$ cat src/inc/sysref_sync_pkg.sv
// Purpose: constants and types for the sysref sync and transmit gating register bank
// Assumes: 12-bit register addresses, 8-bit register data
// Notes: offsets are byte addresses on the serial configuration port
package sysref_sync_pkg;

    localparam int ADDR_W = 12;
    localparam int DATA_W = 8;
    localparam int MEAS_W = 12;
    localparam int TALLY_W = 8;
    localparam int ALLOW_W = 6;
    localparam int FSC_W = 10;
    localparam int TRIM_W = 6;

    // register offsets
    localparam logic [ADDR_W-1:0] OFS_IRQ_ENABLE = 12'h020;
    localparam logic [ADDR_W-1:0] OFS_IRQ_STATUS = 12'h024;
    localparam logic [ADDR_W-1:0] OFS_DELAY_LO = 12'h034;
    localparam logic [ADDR_W-1:0] OFS_DELAY_HI = 12'h035;
    localparam logic [ADDR_W-1:0] OFS_TALLY = 12'h036;
    localparam logic [ADDR_W-1:0] OFS_PHASE_LO = 12'h037;
    localparam logic [ADDR_W-1:0] OFS_PHASE_HI = 12'h038;
    localparam logic [ADDR_W-1:0] OFS_JITTER_ALLOW = 12'h039;
    localparam logic [ADDR_W-1:0] OFS_ALIGN_CTRL = 12'h03a;
    localparam logic [ADDR_W-1:0] OFS_TX_GATING = 12'h03f;
    localparam logic [ADDR_W-1:0] OFS_BIAS_PD = 12'h040;
    localparam logic [ADDR_W-1:0] OFS_FSC_LO = 12'h041;
    localparam logic [ADDR_W-1:0] OFS_FSC_HI = 12'h042;
    localparam logic [ADDR_W-1:0] OFS_CLK_TRIM = 12'h07f;

    // field positions
    localparam int BIT_JITTER = 4;
    localparam int BIT_SW_OUTPUT_GATE = 7;
    localparam int BIT_SW_INPUT_GATE = 6;
    localparam int BIT_PIN_OSC_RESET = 3;
    localparam int BIT_PIN_OUTPUT_GATE = 2;
    localparam int BIT_PIN_INPUT_GATE = 1;
    localparam int BIT_PIN_FULLSCALE = 0;
    localparam int BIT_BIAS_B = 1;
    localparam int BIT_BIAS_A = 0;
    localparam int FSC_LO_W = 2;

    // reset values
    localparam logic [DATA_W-1:0] RST_TX_GATING = 8'hc0;
    localparam logic [1:0] RST_BIAS_PD = 2'h3;
    localparam logic [FSC_W-1:0] RST_FSC = 10'h3ff;
    localparam logic [TRIM_W-1:0] RST_CLK_TRIM = 6'h00;
    localparam logic [ALLOW_W-1:0] RST_JITTER_ALLOW = 6'h00;

    typedef enum logic [1:0] {
        SYNC_MONITOR = 2'b00,
        SYNC_CONTINUOUS = 2'b01,
        SYNC_ONESHOT = 2'b10,
        SYNC_SPARE = 2'b11
    } sync_mode_type;

endpackage

$ cat src/sysref_sync_txen_ctrl_regs.sv
// Purpose: sysref to frame clock monitor/alignment and transmit gating register bank
// Assumes: register port comes from the serial configuration engine, one access per strobe
// Notes: sysref and frame clock edge inputs are single-cycle pulses in the converter clock domain; the phase input is sampled on the sysref edge
`timescale 1ns/1ps

// Functional notes
// [RQ1] measured sysref-to-frame-clock delay, 12 bits in clocks, two lsbs read zero
// [RQ2] writing a delay or phase register snapshots the measurement, held for readback
// [RQ3] 8-bit count of sysref pulses; any write to it clears the count
// [RQ4] sysref_edge_phase captured as 12-bit thermometer code across two registers
// [RQ5] sysref variation beyond the allowance raises the jitter condition
// [RQ6] allowance in clocks; its lowest two bits are ignored in the compare
// [RQ7] mode 00 only monitors the delay, no realignment
// [RQ8] mode 10 realigns once on next sysref, then returns itself to monitor
// [RQ9] mode 01 realigns the frame clock on every sysref edge
// [RQ10] output gate bit 7, reset 1: zero data when clear, pass when set
// [RQ11] input gate bit 6, reset 1: zero lane data when clear, feed when set
// [RQ12] bit 3 picks oscillator reset source: hop bits or transmit-enable pin
// [RQ13] bit 2 picks output gate source: software bit or transmit-enable pin
// [RQ14] bit 1 picks input gate source: software bit or transmit-enable pin
// [RQ15] bit 0 picks full-scale current source: registers or transmit-enable pin
// [RQ16] pin-controlled functions: low pin means disabled, high means enabled
// [RQ17] two core bias power-down bits, reset 1, power down bias while set
// [RQ18] full-scale code 10 bits: low 2 bits reset 3, upper 8 reset ff
// [RQ19] 6-bit signed-magnitude clock input trim, reset zero
// [RQ20] jitter violation sets a sticky flag; writing one clears it
// [RQ21] jitter flag reaches the interrupt output only while enabled
module sysref_sync_txen_ctrl_regs
(
    // clock and reset
    input wire logic mclk,
    input wire logic rstn,
    // register port
    input wire logic cfg_wr,
    input wire logic cfg_rd,
    input wire logic [sysref_sync_pkg::ADDR_W-1:0] cfg_addr,
    input wire logic [sysref_sync_pkg::DATA_W-1:0] cfg_wdata,
    output logic [sysref_sync_pkg::DATA_W-1:0] cfg_rdata,
    output logic cfg_rvalid,
    // timing events
    input wire logic sysref_edge,
    input wire logic lmfc_edge,
    input wire logic [sysref_sync_pkg::MEAS_W-1:0] sysref_edge_phase_in,
    output logic lmfc_realign,
    output logic jitter_irq,
    // transmit enable and gating
    input wire logic txen,
    input wire logic hop_osc_reset,
    output logic input_gate_on,
    output logic output_gate_on,
    output logic osc_reset,
    output logic fullscale_on,
    // analog controls
    output logic [sysref_sync_pkg::FSC_W-1:0] fullscale_current_code,
    output logic core_bias_off_a,
    output logic core_bias_off_b,
    output logic [sysref_sync_pkg::TRIM_W-1:0] clock_trim
);
    import sysref_sync_pkg::*;

    typedef struct packed {
        logic running;
        logic [MEAS_W-1:0] dly_cnt;
        logic [MEAS_W-1:0] live_dly;
        logic [MEAS_W-1:0] prev_dly;
        logic have_prev;
        logic [MEAS_W-1:0] measured_frame_clock_delay;
        logic [MEAS_W-1:0] live_phase;
        logic [MEAS_W-1:0] sysref_edge_phase;
        logic [TALLY_W-1:0] sysref_pulse_tally;
        logic [ALLOW_W-1:0] sysref_jitter_allowance;
        sync_mode_type mode;
        logic sw_output_gate;
        logic sw_input_gate;
        logic pin_drives_osc_reset;
        logic pin_drives_output_gate;
        logic pin_drives_input_gate;
        logic pin_drives_fullscale;
        logic core_bias_off_a;
        logic core_bias_off_b;
        logic [FSC_W-1:0] fullscale_current_code;
        logic [TRIM_W-1:0] trim;
        logic jitter_violation_irq_on;
        logic jitter_violation_flag;
        logic realign;
        logic [DATA_W-1:0] rdata;
        logic rvalid;
        logic in_gate;
        logic out_gate;
        logic osc_rst;
        logic fs_on;
    } state_type;

    state_type state_q;
    state_type state_d;
    logic [1:0] rst_pipe_q;
    logic rst_n_sync;

    function automatic logic hit(input logic [ADDR_W-1:0] a, input logic [ADDR_W-1:0] ofs);
        hit = (a == ofs);
    endfunction

    // a gated function follows the pin or its other source (register bit, hop input or constant 1), never a mix of both
    function automatic logic source_pick(input logic by_pin, input logic pin_level,
        input logic reg_level);
        source_pick = by_pin ? pin_level : reg_level;
    endfunction

    // reset release through two flops; assertion stays asynchronous
    always_ff @(posedge mclk or negedge rstn)
    begin
        if (!rstn)
            rst_pipe_q <= 2'h0;
        else
            rst_pipe_q <= {rst_pipe_q[0], 1'b1};
    end
    assign rst_n_sync = rst_pipe_q[1];

    logic [MEAS_W-1:0] new_dly;
    logic [MEAS_W-1:0] dly_diff;
    logic [MEAS_W-1:0] allow_ext;
    logic violation;
    logic wr_snap;

    always_comb
    begin
        state_d = state_q;
        state_d.realign = 1'b0;
        state_d.rvalid = 1'b0;
        new_dly = {state_q.dly_cnt[MEAS_W-1:2], 2'b00}; // [RQ1]
        // lowest two allowance bits dropped from the window [RQ6]
        allow_ext = {{(MEAS_W-ALLOW_W){1'b0}}, state_q.sysref_jitter_allowance[ALLOW_W-1:2],
            2'b00};
        dly_diff = (new_dly >= state_q.prev_dly) ? new_dly - state_q.prev_dly
            : state_q.prev_dly - new_dly;
        violation = 1'b0;
        wr_snap = cfg_wr && (hit(cfg_addr, OFS_DELAY_LO) || hit(cfg_addr, OFS_DELAY_HI)
            || hit(cfg_addr, OFS_PHASE_LO) || hit(cfg_addr, OFS_PHASE_HI));

        // delay counter runs from sysref edge to the next frame clock edge
        if (state_q.running && state_q.dly_cnt != {MEAS_W{1'b1}})
            state_d.dly_cnt = state_q.dly_cnt + 12'h001;
        if (state_q.running && lmfc_edge)
        begin
            state_d.running = 1'b0;
            state_d.live_dly = new_dly; // [RQ1]
            state_d.prev_dly = new_dly;
            state_d.have_prev = 1'b1;
            violation = state_q.have_prev && (dly_diff > allow_ext); // [RQ5] [RQ6]
        end
        if (sysref_edge)
        begin
            state_d.running = 1'b1;
            state_d.dly_cnt = 12'h000;
            state_d.live_phase = sysref_edge_phase_in; // [RQ4]
            state_d.sysref_pulse_tally = state_q.sysref_pulse_tally + 8'h01; // [RQ3]
            // a realign restarts the frame clock, so the old delay is no reference
            case (state_q.mode)
                SYNC_CONTINUOUS:
                begin
                    state_d.realign = 1'b1; // [RQ9]
                    state_d.have_prev = 1'b0;
                end
                SYNC_ONESHOT:
                begin
                    state_d.realign = 1'b1; // [RQ8]
                    state_d.have_prev = 1'b0;
                    state_d.mode = SYNC_MONITOR; // [RQ8]
                end
                default:
                begin
                    state_d.realign = 1'b0; // [RQ7]
                end
            endcase
        end

        // snapshot taken from the live value so readback cannot tear [RQ2]
        if (wr_snap)
        begin
            state_d.measured_frame_clock_delay = state_q.live_dly; // [RQ2]
            state_d.sysref_edge_phase = state_q.live_phase; // [RQ2]
        end

        if (cfg_wr)
        begin
            if (hit(cfg_addr, OFS_IRQ_ENABLE))
            begin
                state_d.jitter_violation_irq_on = cfg_wdata[BIT_JITTER]; // [RQ21]
            end
            else if (hit(cfg_addr, OFS_IRQ_STATUS) && cfg_wdata[BIT_JITTER])
            begin
                state_d.jitter_violation_flag = 1'b0; // [RQ20]
            end
            else if (hit(cfg_addr, OFS_TALLY))
            begin
                state_d.sysref_pulse_tally = {7'h00, sysref_edge}; // [RQ3]
            end
            else if (hit(cfg_addr, OFS_JITTER_ALLOW))
            begin
                state_d.sysref_jitter_allowance = cfg_wdata[ALLOW_W-1:0]; // [RQ6]
            end
            else if (hit(cfg_addr, OFS_ALIGN_CTRL))
            begin
                state_d.mode = sync_mode_type'(cfg_wdata[1:0]); // [RQ7]
            end
            else if (hit(cfg_addr, OFS_TX_GATING))
            begin
                state_d.sw_output_gate = cfg_wdata[BIT_SW_OUTPUT_GATE];
                state_d.sw_input_gate = cfg_wdata[BIT_SW_INPUT_GATE];
                state_d.pin_drives_osc_reset = cfg_wdata[BIT_PIN_OSC_RESET];
                state_d.pin_drives_output_gate = cfg_wdata[BIT_PIN_OUTPUT_GATE];
                state_d.pin_drives_input_gate = cfg_wdata[BIT_PIN_INPUT_GATE];
                state_d.pin_drives_fullscale = cfg_wdata[BIT_PIN_FULLSCALE];
            end
            else if (hit(cfg_addr, OFS_BIAS_PD))
            begin
                state_d.core_bias_off_a = cfg_wdata[BIT_BIAS_A]; // [RQ17]
                state_d.core_bias_off_b = cfg_wdata[BIT_BIAS_B]; // [RQ17]
            end
            else if (hit(cfg_addr, OFS_FSC_LO))
            begin
                state_d.fullscale_current_code[FSC_LO_W-1:0] = cfg_wdata[FSC_LO_W-1:0];
            end
            else if (hit(cfg_addr, OFS_FSC_HI))
            begin
                state_d.fullscale_current_code[FSC_W-1:FSC_LO_W] = cfg_wdata; // [RQ18]
            end
            else if (hit(cfg_addr, OFS_CLK_TRIM))
            begin
                state_d.trim = cfg_wdata[TRIM_W-1:0]; // [RQ19]
            end
        end
        // set beats a same-cycle clear
        if (violation)
            state_d.jitter_violation_flag = 1'b1; // [RQ20] [RQ5]

        // readback, reserved bits zero; snapshots reflect any write one cycle earlier
        if (cfg_rd)
        begin
            state_d.rvalid = 1'b1;
            if (hit(cfg_addr, OFS_IRQ_ENABLE))
            begin
                state_d.rdata = {3'h0, state_q.jitter_violation_irq_on, 4'h0};
            end
            else if (hit(cfg_addr, OFS_IRQ_STATUS))
            begin
                state_d.rdata = {3'h0, state_q.jitter_violation_flag, 4'h0};
            end
            else if (hit(cfg_addr, OFS_DELAY_LO))
            begin
                state_d.rdata = state_q.measured_frame_clock_delay[7:0]; // [RQ1]
            end
            else if (hit(cfg_addr, OFS_DELAY_HI))
            begin
                state_d.rdata = {4'h0, state_q.measured_frame_clock_delay[11:8]}; // [RQ1]
            end
            else if (hit(cfg_addr, OFS_TALLY))
            begin
                state_d.rdata = state_q.sysref_pulse_tally;
            end
            else if (hit(cfg_addr, OFS_PHASE_LO))
            begin
                state_d.rdata = state_q.sysref_edge_phase[7:0]; // [RQ4]
            end
            else if (hit(cfg_addr, OFS_PHASE_HI))
            begin
                state_d.rdata = {4'h0, state_q.sysref_edge_phase[11:8]}; // [RQ4]
            end
            else if (hit(cfg_addr, OFS_JITTER_ALLOW))
            begin
                state_d.rdata = {2'h0, state_q.sysref_jitter_allowance};
            end
            else if (hit(cfg_addr, OFS_ALIGN_CTRL))
            begin
                state_d.rdata = {6'h00, state_q.mode};
            end
            else if (hit(cfg_addr, OFS_TX_GATING))
            begin
                state_d.rdata = {state_q.sw_output_gate, state_q.sw_input_gate, 2'h0,
                    state_q.pin_drives_osc_reset, state_q.pin_drives_output_gate,
                    state_q.pin_drives_input_gate, state_q.pin_drives_fullscale};
            end
            else if (hit(cfg_addr, OFS_BIAS_PD))
            begin
                state_d.rdata = {6'h00, state_q.core_bias_off_b, state_q.core_bias_off_a};
            end
            else if (hit(cfg_addr, OFS_FSC_LO))
            begin
                state_d.rdata = {6'h00, state_q.fullscale_current_code[FSC_LO_W-1:0]};
            end
            else if (hit(cfg_addr, OFS_FSC_HI))
            begin
                state_d.rdata = state_q.fullscale_current_code[FSC_W-1:FSC_LO_W];
            end
            else if (hit(cfg_addr, OFS_CLK_TRIM))
            begin
                state_d.rdata = {2'h0, state_q.trim};
            end
            else
            begin
                state_d.rdata = 8'h00;
            end
        end

        // gating sources; a low pin means the disabled behaviour
        state_d.out_gate = source_pick(state_q.pin_drives_output_gate, txen,
            state_q.sw_output_gate); // [RQ13] [RQ10] [RQ16]
        state_d.in_gate = source_pick(state_q.pin_drives_input_gate, txen,
            state_q.sw_input_gate); // [RQ14] [RQ11] [RQ16]
        state_d.osc_rst = source_pick(state_q.pin_drives_osc_reset, ~txen,
            hop_osc_reset); // [RQ12] [RQ16]
        state_d.fs_on = source_pick(state_q.pin_drives_fullscale, txen, 1'b1); // [RQ15] [RQ16]
    end

    always_ff @(posedge mclk or negedge rst_n_sync)
    begin
        if (!rst_n_sync)
        begin
            state_q <= '0;
            state_q.mode <= SYNC_MONITOR;
            state_q.sw_output_gate <= RST_TX_GATING[BIT_SW_OUTPUT_GATE]; // [RQ10]
            state_q.sw_input_gate <= RST_TX_GATING[BIT_SW_INPUT_GATE]; // [RQ11]
            state_q.core_bias_off_a <= RST_BIAS_PD[BIT_BIAS_A]; // [RQ17]
            state_q.core_bias_off_b <= RST_BIAS_PD[BIT_BIAS_B]; // [RQ17]
            state_q.fullscale_current_code <= RST_FSC; // [RQ18]
            state_q.trim <= RST_CLK_TRIM; // [RQ19]
            state_q.sysref_jitter_allowance <= RST_JITTER_ALLOW;
            state_q.out_gate <= 1'b1;
            state_q.in_gate <= 1'b1;
            state_q.fs_on <= 1'b1;
        end
        else
            state_q <= state_d;
    end

    assign cfg_rdata = state_q.rdata;
    assign cfg_rvalid = state_q.rvalid;
    assign lmfc_realign = state_q.realign;
    assign jitter_irq = state_q.jitter_violation_flag
        & state_q.jitter_violation_irq_on; // [RQ21]
    assign input_gate_on = state_q.in_gate;
    assign output_gate_on = state_q.out_gate;
    assign osc_reset = state_q.osc_rst;
    assign fullscale_on = state_q.fs_on;
    assign fullscale_current_code = state_q.fullscale_current_code;
    assign core_bias_off_a = state_q.core_bias_off_a;
    assign core_bias_off_b = state_q.core_bias_off_b;
    assign clock_trim = state_q.trim;

endmodule
$ cat config.mk
export PLATFORM = sky130hd
export DESIGN_NAME = sysref_sync_txen_ctrl_regs
export DESIGN_NICKNAME = d
export VERILOG_FILES = /design/src/inc/sysref_sync_pkg.sv /design/src/sysref_sync_txen_ctrl_regs.sv
export SDC_FILE = /design/constraint.sdc
export NUM_CORES = 1
export LEC_CHECK = 0
export BUFFER_PORTS_ARGS = -buffer_cell sky130_fd_sc_hd__buf_2
export CORE_ASPECT_RATIO = 0.8
export CORE_MARGIN = 4
export CORE_UTILIZATION = 50
export DETAILED_ROUTE_END_ITERATION = 8
export GPL_TIMING_DRIVEN = 0
export HOLD_SLACK_MARGIN = 0.06
export PLACE_DENSITY = 0.7
export SLEW_MARGIN = 20
export SYNTH_ARGS = -nofsm -noshare
export SYNTH_HDL_FRONTEND = slang
export SYNTH_SLANG_ARGS = --single-unit
$ cat constraint.sdc
create_clock -name mclk -period 10.85 [get_ports mclk]
set_input_delay 2.17 -clock mclk [delete_from_list [all_inputs] [get_ports mclk]]
set_output_delay 2.17 -clock mclk [all_outputs]
set_load 0.05 [all_outputs]
==> results.py, run 1 <==
metrics = {
    "critical_path": {
        "worstSetupPathType": "input pin to flop",
        "cp_max_fo": 7,
        "startpoint_type": "input pin",
        "ff2ff_setup_slack_ns": 6.93,
        "arrival_ns": 4.77,
        "r2r-end": "state_q[14]$_DFFE_PN0P_",
        "crit_path_end_kind": "flop",
        "crit_required_ns": 11.18,
        "reg2regPathDepth": 14,
        "r2r-start": "new_dly[2]$_DFFE_PN0P_",
    },
    "power_and_ir_drop": {
        "p_leak_nw": 3.66,
        "power_density_nw_per_um2": 147,
        "max-vdd-ir-drop_mv": 0.119,
    },
    "synthesis": {
        "synth.avg_cell_area_um2": 9.87,
        "seq_area_frac_synth_pct": 43.6,
        "ys_types": 68,
        "synthArstFlopShare_pct": 100,
        "synth-edff-count": 0,
        "syn_nets": 749,
        "syn_area_um2": 6710,
        "ys_ff_latch": 116,
        "syn_inst": 680,
        "ys_warn_count": 0,
        "synthFlopType": "dfrtp_1",
    },
    "cts": {
        "clk_pin_slew_worst_paths_ns": 0.06,
        "h-tree-depth": 4,
        "clock-sinks": 116,
        "worstSkewPairLatency_ns": 0.41,
        "clockBufferDepth": 2,
        "cts_buffers": 17,
        "post_cts_buffers": 0,
        "cts_tree": "yes",
        "cts_hold_buf": 0,
        "cts_root_buf": "clkbuf_16",
        "cts.repair.resized": 0,
    },
    "global_route": {
        "grt_start_max_net_pins": 49,
        "grt_pass1_wl_um": 29400,
        "overflow": 0,
        "antenna_found_initial": 0,
        "grt_pass1_vias": 5542,
        "grtUsageTotal_pct": 24.7,
    },
    "drt": {
        "initialDrtViolationCount": 525,
        "wl_per_cell_um": 19.0,
        "num_vias": 5550,
        "ant_nets": 0,
        "remaining_drc_errors": 0,
        "viasPerCell": 5.79,
        "totalWireLength_um": 18200,
        "first_pass_iters": 7,
    },
    "timing": {
        "worst_pin_slew_ns": 0.697,
        "slew_viol_final": 0,
        "finClkSkew_ns": 0.0116,
        "relSlewSlack_pct": 52.9,
        "rsz0062_at_grt": "false",
        "final_min_period_over_clock_period_pct": 40.9,
        "setup_ws_ns": 6.41,
        "max_freq_ghz": 0.225,
        "tns_ns": 0,
        "final.min_clock_period_ns": 4.44,
        "setup_viol": 0,
        "finalHoldViolations": 0,
    },
    "die": {
        "die_width_um": 138,
        "core_area_um2": 13000,
        "die_h_um": 112,
        "initial_core_util_pct": 51.6,
        "num_rows": 37,
        "die_area_um2": 15400,
        "pin_count": 73,
    },
    "placed_design": {
        "place_area_um2": 7330,
        "place_ws_ns": 6.07,
        "gp_congestion": 0.923,
        "place_hpwl_um": 13900,
        "io_buffer_count": 69,
    },
    "final_layout": {
        "final_common_cell": "dfrtp_1",
        "fin_area_um2": 7950,
        "antenna_cells": 0,
        "final_cell_mix": "dfrtp_1, buf_2, nand2_1",
        "drive_above_1_share_pct": 27.7,
        "nNetsFinal": 839,
        "syn_to_final_growth_pct": 18.3,
    },
    "hold_path": {
        "min_path_type": "flop to async pin",
    },
    "status": {
        "status": "completed",
    },
    "job": {
        "cap_violations": 0,
    },
}
==> worst max-delay path, stage by stage <==
cell and delay, ns:
buf_2 0.09, or4_4 0.57, nor2_1 0.37, and3_1 0.23, clkbuf_1 0.27, a222oi_1 0.16
a311oi_1 0.42, o21ai_0 0.27, a31oi_1 0.21
==> layout make-up <==
class / count / area, um2
Fill cell: 1126 / 5060
Multi-Input combinational cell: 469 / 3330
Sequential cell: 116 / 2930
Clock buffer: 18 / 439
Timing Repair Buffer: 71 / 393
Buffer: 52 / 303
Tap cell: 175 / 219
Clock inverter: 14 / 176
Inverter: 43 / 161
==> state kept, by name, summed over array words and instances, names as in the netlist, 2 cells and up <==
| name | count |
|---|---|
| state_q | 68 |
| cfg_rdata | 8 |
| fullscale_current_code | 10 |
| new_dly | 10 |
| allow_ext | 4 |
| clock_trim | 6 |
| rst_pipe_q | 2 |
==> stage by stage <==
| step | hold slack (ns) | util (%) | power (mW) | std cells |
|---|---|---|---|---|
| after floorplan | 0.331 | - | 0.554 | 680 |
| after global placement | 0.343 | 55.9 | 0.587 | 924 |
| final | 0.240 | 61.1 | 1.17 | 958 |
| after global routing | 0.277 | 61.1 | 1.22 | 958 |
| after detailed placement | 0.246 | 56.3 | 0.594 | 926 |
| after CTS | 0.253 | 61.1 | 1.18 | 958 |
==> worst max-delay path by stage <==
stage,slack (ns),start,to
final,6.41,cfg_addr[10],cfg_rdata[5]$_DFFE_PN0P_
after global routing,6.30,cfg_addr[0],clock_trim[0]$_DFFE_PN0P_
after CTS,6.53,cfg_addr[10],cfg_rdata[5]$_DFFE_PN0P_
after detailed placement,6.07,cfg_addr[10],cfg_rdata[5]$_DFFE_PN0P_
after global placement,6.10,cfg_addr[10],cfg_rdata[5]$_DFFE_PN0P_
after floorplan,6.63,cfg_addr[10],state_q[56]$_DFFE_PN0P_
==> cells in the mapped netlist, types with 6 or more instances <==
master    instances  area (um2)
a21o_1            7        52.6
a21oi_1          36         180
a222oi_1          7        70.1
a31oi_1           7        43.8
and2_1            6        37.5
and3_1            9        56.3
buf_4            25         188
clkbuf_1         20        75.1
dfrtp_1          99        2480
dfstp_2          17         447
ha_1             27         338
inv_1            43         161
mux2_2           44         495
mux2_4           10         150
mux2i_1           7        70.1
nand2_1          58         218
nand2b_1         11        68.8
nand3_1          16        80.1
nand4_1           7        43.8
nor2_1           51         191
nor2b_1           8        50.1
nor3_1           10        50.1
o21ai_0          47         235
o22ai_1           8        50.1
xnor2_1          13         114
xor2_1            7        61.3
==> cells by family (layout without fill, tap and decap cells) <==
family	Yosys count	after routing	synth area share, %
AOI/OAI and AO/OA	157	157	15.4
xor gates and xnor gates	20	20	2.61
adders and majority gates	29	29	5.63
buffers and inverters	95	198	6.91
DFF	116	116	43.6
muxes	64	64	11.2
other	1	1	0.0559
and+or+nand+nor	198	198	14.6
==> metal layers <==
layer | GRT usage [%] | part of all wire [%] | routed length (um)
met1 | 37.4 | 48 | 8660
met2 | 36.4 | 45 | 8120
met3 | 5.01 | 7.0 | 1280
met4 | 5.98 | 0.93 | 169
met5 | 0 | 0 | 0
==> power breakdown <==
group          leakage (nW)  internal (mW)  switching [mW]  total [mW]
Clock                 0.286          0.370           0.209       0.579
Sequential             1.48          0.456          0.0244       0.481
Combinational          1.89         0.0440          0.0656       0.110
Total                  3.66          0.870           0.299        1.17
No activity file was read; power rests on OpenSTA's default activity.
==> run 2, diff against run 1 <==
PLACE_DENSITY = 0.72   (was 0.7)
clock period = 3.6 ns   (was 10.85 ns; I/O delays follow)
==> results.py, run 2 (same netlist as run 1, synthesis figures left out) <==
metrics = {
    "cts": {
        "cts_root_buf": "clkbuf_16",
        "cts_tree": "yes",
        "clock-sinks": 116,
        "cts_buffers": 17,
        "clockBufferDepth": 2,
        "cts_hold_buf": 0,
        "worstSkewPairLatency_ns": 0.41,
        "clk_pin_slew_worst_paths_ns": 0.06,
        "h-tree-depth": 4,
    },
    "power_and_ir_drop": {
        "power_density_nw_per_um2": 456,
        "p_leak_nw": 3.71,
        "power.total_mw": 3.67,
        "max-vdd-ir-drop_mv": 0.425,
    },
    "timing": {
        "final_min_period_over_clock_period_pct": 94.0,
        "setup_viol": 0,
        "rsz0062_at_grt": "false",
        "slew_viol_final": 0,
        "setup_ws_ns": 0.214,
        "finClkSkew_ns": 0.00973,
        "relSlewSlack_pct": 49.4,
        "worst_pin_slew_ns": 0.756,
        "final.min_clock_period_ns": 3.39,
        "finalHoldViolations": 0,
        "max_freq_ghz": 0.295,
    },
    "critical_path": {
        "critPathLaunch": "new_dly[2]$_DFFE_PN0P_",
        "cp_max_fo": 8,
        "arrival_ns": 3.64,
        "startpoint_type": "flop",
        "r2r-start": "new_dly[2]$_DFFE_PN0P_",
        "ff2ff_setup_slack_ns": 0.21,
        "crit_path_end": "state_q[14]$_DFFE_PN0P_",
        "crit_required_ns": 3.85,
        "reg2regPathDepth": 14,
        "worstSetupPathType": "flop to flop",
        "r2r-end": "state_q[14]$_DFFE_PN0P_",
        "crit_path_end_kind": "flop",
    },
    "placed_design": {
        "place_hpwl_um": 13100,
        "gp_congestion": 0.980,
        "place_ws_ns": -0.103,
        "place_inst": 926,
        "place_area_um2": 7340,
        "io_buffer_count": 69,
    },
    "global_route": {
        "antenna_found_initial": 0,
        "grt_pass1_wl_um": 28700,
        "grtUsageTotal_pct": 23.5,
        "grt_start_max_net_pins": 55,
        "overflow": 0,
        "grt_pass1_vias": 5630,
    },
    "final_layout": {
        "largest_register_ffs": 68,
        "antenna_cells": 0,
        "post_layout_nonfiller_instances": 959,
        "final_common_cell": "dfrtp_1",
        "fin_area_um2": 8040,
        "finalCoreUtilization_pct": 61.8,
        "largest_register": "state_q",
        "final_cell_mix": "dfrtp_1, buf_2, nand2_1",
        "syn_to_final_growth_pct": 19.7,
        "nNetsFinal": 840,
        "drive_above_1_share_pct": 27.9,
    },
    "drt": {
        "viasPerCell": 5.78,
        "totalWireLength_um": 17400,
        "ant_nets": 0,
        "remaining_drc_errors": 0,
        "initialDrtViolationCount": 525,
        "wl_per_cell_um": 18.2,
        "first_pass_iters": 6,
        "num_vias": 5539,
    },
    "hold_path": {
        "min_path_type": "input pin to async pin",
    },
    "die": {
        "initial_core_util_pct": 51.6,
        "die_width_um": 138,
        "pin_count": 73,
        "num_rows": 37,
        "die_area_um2": 15400,
        "core_area_um2": 13000,
        "die_h_um": 112,
    },
    "status": {
        "status": "completed",
    },
    "job": {
        "cap_violations": 0,
    },
}
==> run 2: worst max-delay path, cell delays in order (launching register included) <==
cell,delay [ns]
dfrtp_1,0.43
inv_1,0.14
ha_1,0.19
inv_1,0.06
fa_1,0.40
nand3_2,0.14
a31oi_4,0.15
o21a_2,0.32
nor2_4,0.15
mux2_2,0.35
ha_1,0.29
a21oi_1,0.14
o21ai_0,0.10
a211oi_1,0.22
a41oi_1,0.15
==> run 2: what timing repair did <==
| item | CTS | global route |
|---|---|---|
| endpoints found under the hold margin | 0 | 0 |
| endpoints found under the setup margin | 1 | 1 |
| resized for setup | 4 | 4 |
| pin swaps | 1 | 0 |
| buffers inserted | 1 | 0 |
==> run 2: layout make-up <==
cell class / instances / area, um2
clock inverters: 10 / 206
plain buffers: 52 / 303
well taps: 175 / 219
multi-input cells: 469 / 3360
inverters: 43 / 161
repair buffers: 72 / 408
fillers: 1073 / 4970
clock buffers: 22 / 454
flip-flops and latches: 116 / 2930
==> run 2: metrics by stage <==
stage	setup TNS, ns	hold slack [ns]
2_1_floorplan	0	0.331
3_3_place_gp	-90.89	0.338
3_5_place_dp	-0.103	0.190
4_1_cts	0	0.0717
5_1_grt	0	0.0674
6_report	0	0.0841
==> run 2: how the worst min path moves through the flow <==
stage | from | slack [ns] | end | cells past startpoint
detailed placement | rst_pipe_q[1]$_DFF_PN0_ | 0.19 | state_q[117]$_DFFE_PN0P_ | 0
global placement | rst_pipe_q[0]$_DFF_PN0_ | 0.34 | rst_pipe_q[1]$_DFF_PN0_ | 0
floorplan | rst_pipe_q[0]$_DFF_PN0_ | 0.33 | rst_pipe_q[1]$_DFF_PN0_ | 0
global route | rstn | 0.07 | rst_pipe_q[1]$_DFF_PN0_ | 1
CTS | rstn | 0.07 | rst_pipe_q[1]$_DFF_PN0_ | 1
finish | rstn | 0.08 | rst_pipe_q[1]$_DFF_PN0_ | 1
==> run 2: metal layers <==
metal	routed length (um)	global-route usage, %	up-vias	share of wire [%]
met4	303	8.24	0	1.7
met2	8240	36.8	184	47
met3	1050	4.92	25	6.0
li1	-	-	2577	-
met5	0	0	-	0
met1	7830	32.5	2753	45
==> run 2: power by group <==
group,internal (mW),leakage (nW),switching [mW]
Sequential,1.38,1.48,0.0693
Combinational,0.135,1.91,0.194
Clock,1.31,0.318,0.580
==> run 3, diff against run 2 <==
CORE_MARGIN = 5   (was 4)
==> results.py, run 3 (same netlist as run 1, synthesis figures left out) <==
metrics = {
    "critical_path": {
        "arrival_ns": 3.68,
        "slowest_delay_ns": 0.45,
        "cp_slowest_cell": "dfrtp_1",
        "worstSetupPathType": "flop to flop",
        "r2r-start": "new_dly[2]$_DFFE_PN0P_",
        "reg2regPathDepth": 14,
        "startpoint_type": "flop",
        "cp_cell_sequence": "inv_2 -> ha_1 -> inv_1 -> fa_1 -> nand3_2 -> a31oi_4 -> o21a_2 -> nor2_4 -> mux2_2 -> ha_1 -> a21oi_1 -> o21ai_0 -> a211oi_1 -> a41oi_1",
        "crit_path_end_kind": "flop",
        "critPathLaunch": "new_dly[2]$_DFFE_PN0P_",
        "crit_required_ns": 3.85,
        "cp_max_fo": 8,
        "path_common_cell": "ha_1",
    },
    "power_and_ir_drop": {
        "cell_internal_pwr_mw": 2.51,
        "power_frac_seq_pct": 43.4,
        "p_clk_share_pct": 47.2,
        "p_leak_nw": 3.66,
        "max-vdd-ir-drop_mv": 0.343,
        "p_sw_mw": 0.847,
        "power_density_nw_per_um2": 424,
        "sw_frac_of_total_pct": 25.2,
        "combPwrFrac_pct": 9.4,
    },
    "drt": {
        "totalWireLength_um": 17700,
        "viasPerCell": 5.83,
        "initialDrtViolationCount": 575,
        "wl_per_cell_um": 18.5,
        "first_pass_iters": 8,
        "num_vias": 5584,
        "remaining_drc_errors": 0,
        "ant_nets": 0,
    },
    "final_layout": {
        "seq_area_um2": 2930,
        "drive_above_1_share_pct": 28.2,
        "largest_register_ffs": 68,
        "largest_register": "state_q",
        "fin_area_um2": 7910,
        "final_common_cell": "dfrtp_1",
        "fill_cells": 1114,
        "nNetsFinal": 839,
        "syn_to_final_growth_pct": 17.9,
        "final_cell_mix": "dfrtp_1, buf_2, nand2_1",
        "post_layout_nonfiller_instances": 958,
        "multi_input_area_um2": 3360,
        "antenna_cells": 0,
    },
    "status": {
        "status": "completed",
    },
    "global_route": {
        "grt_pass1_vias": 5447,
        "overflow": 0,
        "grt_start_max_net_pins": 60,
        "grt_pass1_wl_um": 28700,
        "grtUsageTotal_pct": 22.7,
        "antenna_found_initial": 0,
    },
    "timing": {
        "finalHoldViolations": 0,
        "tns_ns": 0,
        "worst_pin_slew_ns": 0.751,
        "hold_slack_ns": 0.0874,
        "finClkSkew_ns": 0.00758,
        "setup_ws_ns": 0.167,
        "slew_viol_final": 0,
        "setup_viol": 0,
        "relSlewSlack_pct": 49.9,
        "final_min_period_over_clock_period_pct": 95.4,
        "rsz0062_at_grt": "false",
        "max_freq_ghz": 0.291,
        "final.min_clock_period_ns": 3.43,
    },
    "placed_design": {
        "gp_congestion": 0.955,
        "io_buffer_count": 69,
        "place_inst": 925,
        "place_hpwl_um": 13300,
        "place_area_um2": 7310,
        "place_ws_ns": -0.182,
    },
    "die": {
        "die_width_um": 140,
        "die_h_um": 114,
        "num_rows": 37,
        "initial_core_util_pct": 51.6,
        "die_area_um2": 15900,
        "pin_count": 73,
        "core_area_um2": 13000,
    },
    "cts": {
        "cts_tree": "yes",
        "clock-sinks": 116,
        "cts_hold_buf": 0,
        "clk_pin_slew_worst_paths_ns": 0.05,
        "cts_root_buf": "clkbuf_16",
        "clockBufferDepth": 2,
        "cts_buffers": 17,
        "worstSkewPairLatency_ns": 0.40,
        "h-tree-depth": 4,
    },
    "job": {
        "cap_violations": 0,
    },
    "hold_path": {
        "min_path_type": "input pin to async pin",
    },
}
-- run 3: layer usage --
layer  track usage (%)  vias to the layer above  part of all wire [%]
met5                 0                        -                     0
li1                  -                     2583                     -
met2              35.4                      212                    46
met4              8.01                        0                   1.8
met3              5.03                       31                   6.7
met1              31.6                     2758                    45
-- run 3: cell type report --
cell class,instances,area share (%)
flip-flops and latches,116,37.0
plain buffers,52,3.83
clock inverters,9,1.04
repair buffers,71,4.81
inverters,43,2.04
clock buffers,23,6.04
well taps,175,2.77
multi-input cells,469,42.5
-- run 3: worst paths after layout --
kind	to	slack [ns]
setup reg to reg	state_q[14]$_DFFE_PN0P_	0.17
hold reg to reg	rst_pipe_q[1]$_DFF_PN0_	0.35
setup / recovery	state_q[14]$_DFFE_PN0P_	0.17
hold / removal	rst_pipe_q[1]$_DFF_PN0_	0.09
min in group mclk	rst_pipe_q[1]$_DFF_PN0_	0.35
max in group asynchronous	state_q[79]$_DFFE_PN0P_	2.44
-- run 3: through the flow --
step                power [mW]  util (%)
floorplan                 1.67         -
global placement          1.76      55.9
detailed placement        1.78      56.2
CTS                       3.37      60.7
global route              3.48      60.8
finish                    3.35      60.8
-- run 3: timing repair --
action	4_1_cts	5_1_grt
endpoints found under the setup margin	1	1
pin swaps	1	0
buffers inserted	1	0
cloned	0	0
resized for setup	5	5
-- run 3: worst max-delay path, delay by kind of cell (launching register included) --
family,cells,cell delay (ns)
AOI/OAI and AO/OA,6,1.14
adders and majority gates,3,0.87
buffers and inverters,2,0.18
DFF,1,0.45
muxes,1,0.36
and+or+nand+nor,2,0.28
-- run 3: power by group through the flow --
stage / Combinational (mW) / Clock [mW] / Sequential [mW]
after floorplan: 0.205 / 0 / 1.46
after global placement: 0.281 / 0 / 1.48
after detailed placement: 0.309 / 0 / 1.47
after CTS: 0.317 / 1.60 / 1.45
after global routing: 0.350 / 1.67 / 1.47
final: 0.317 / 1.58 / 1.45
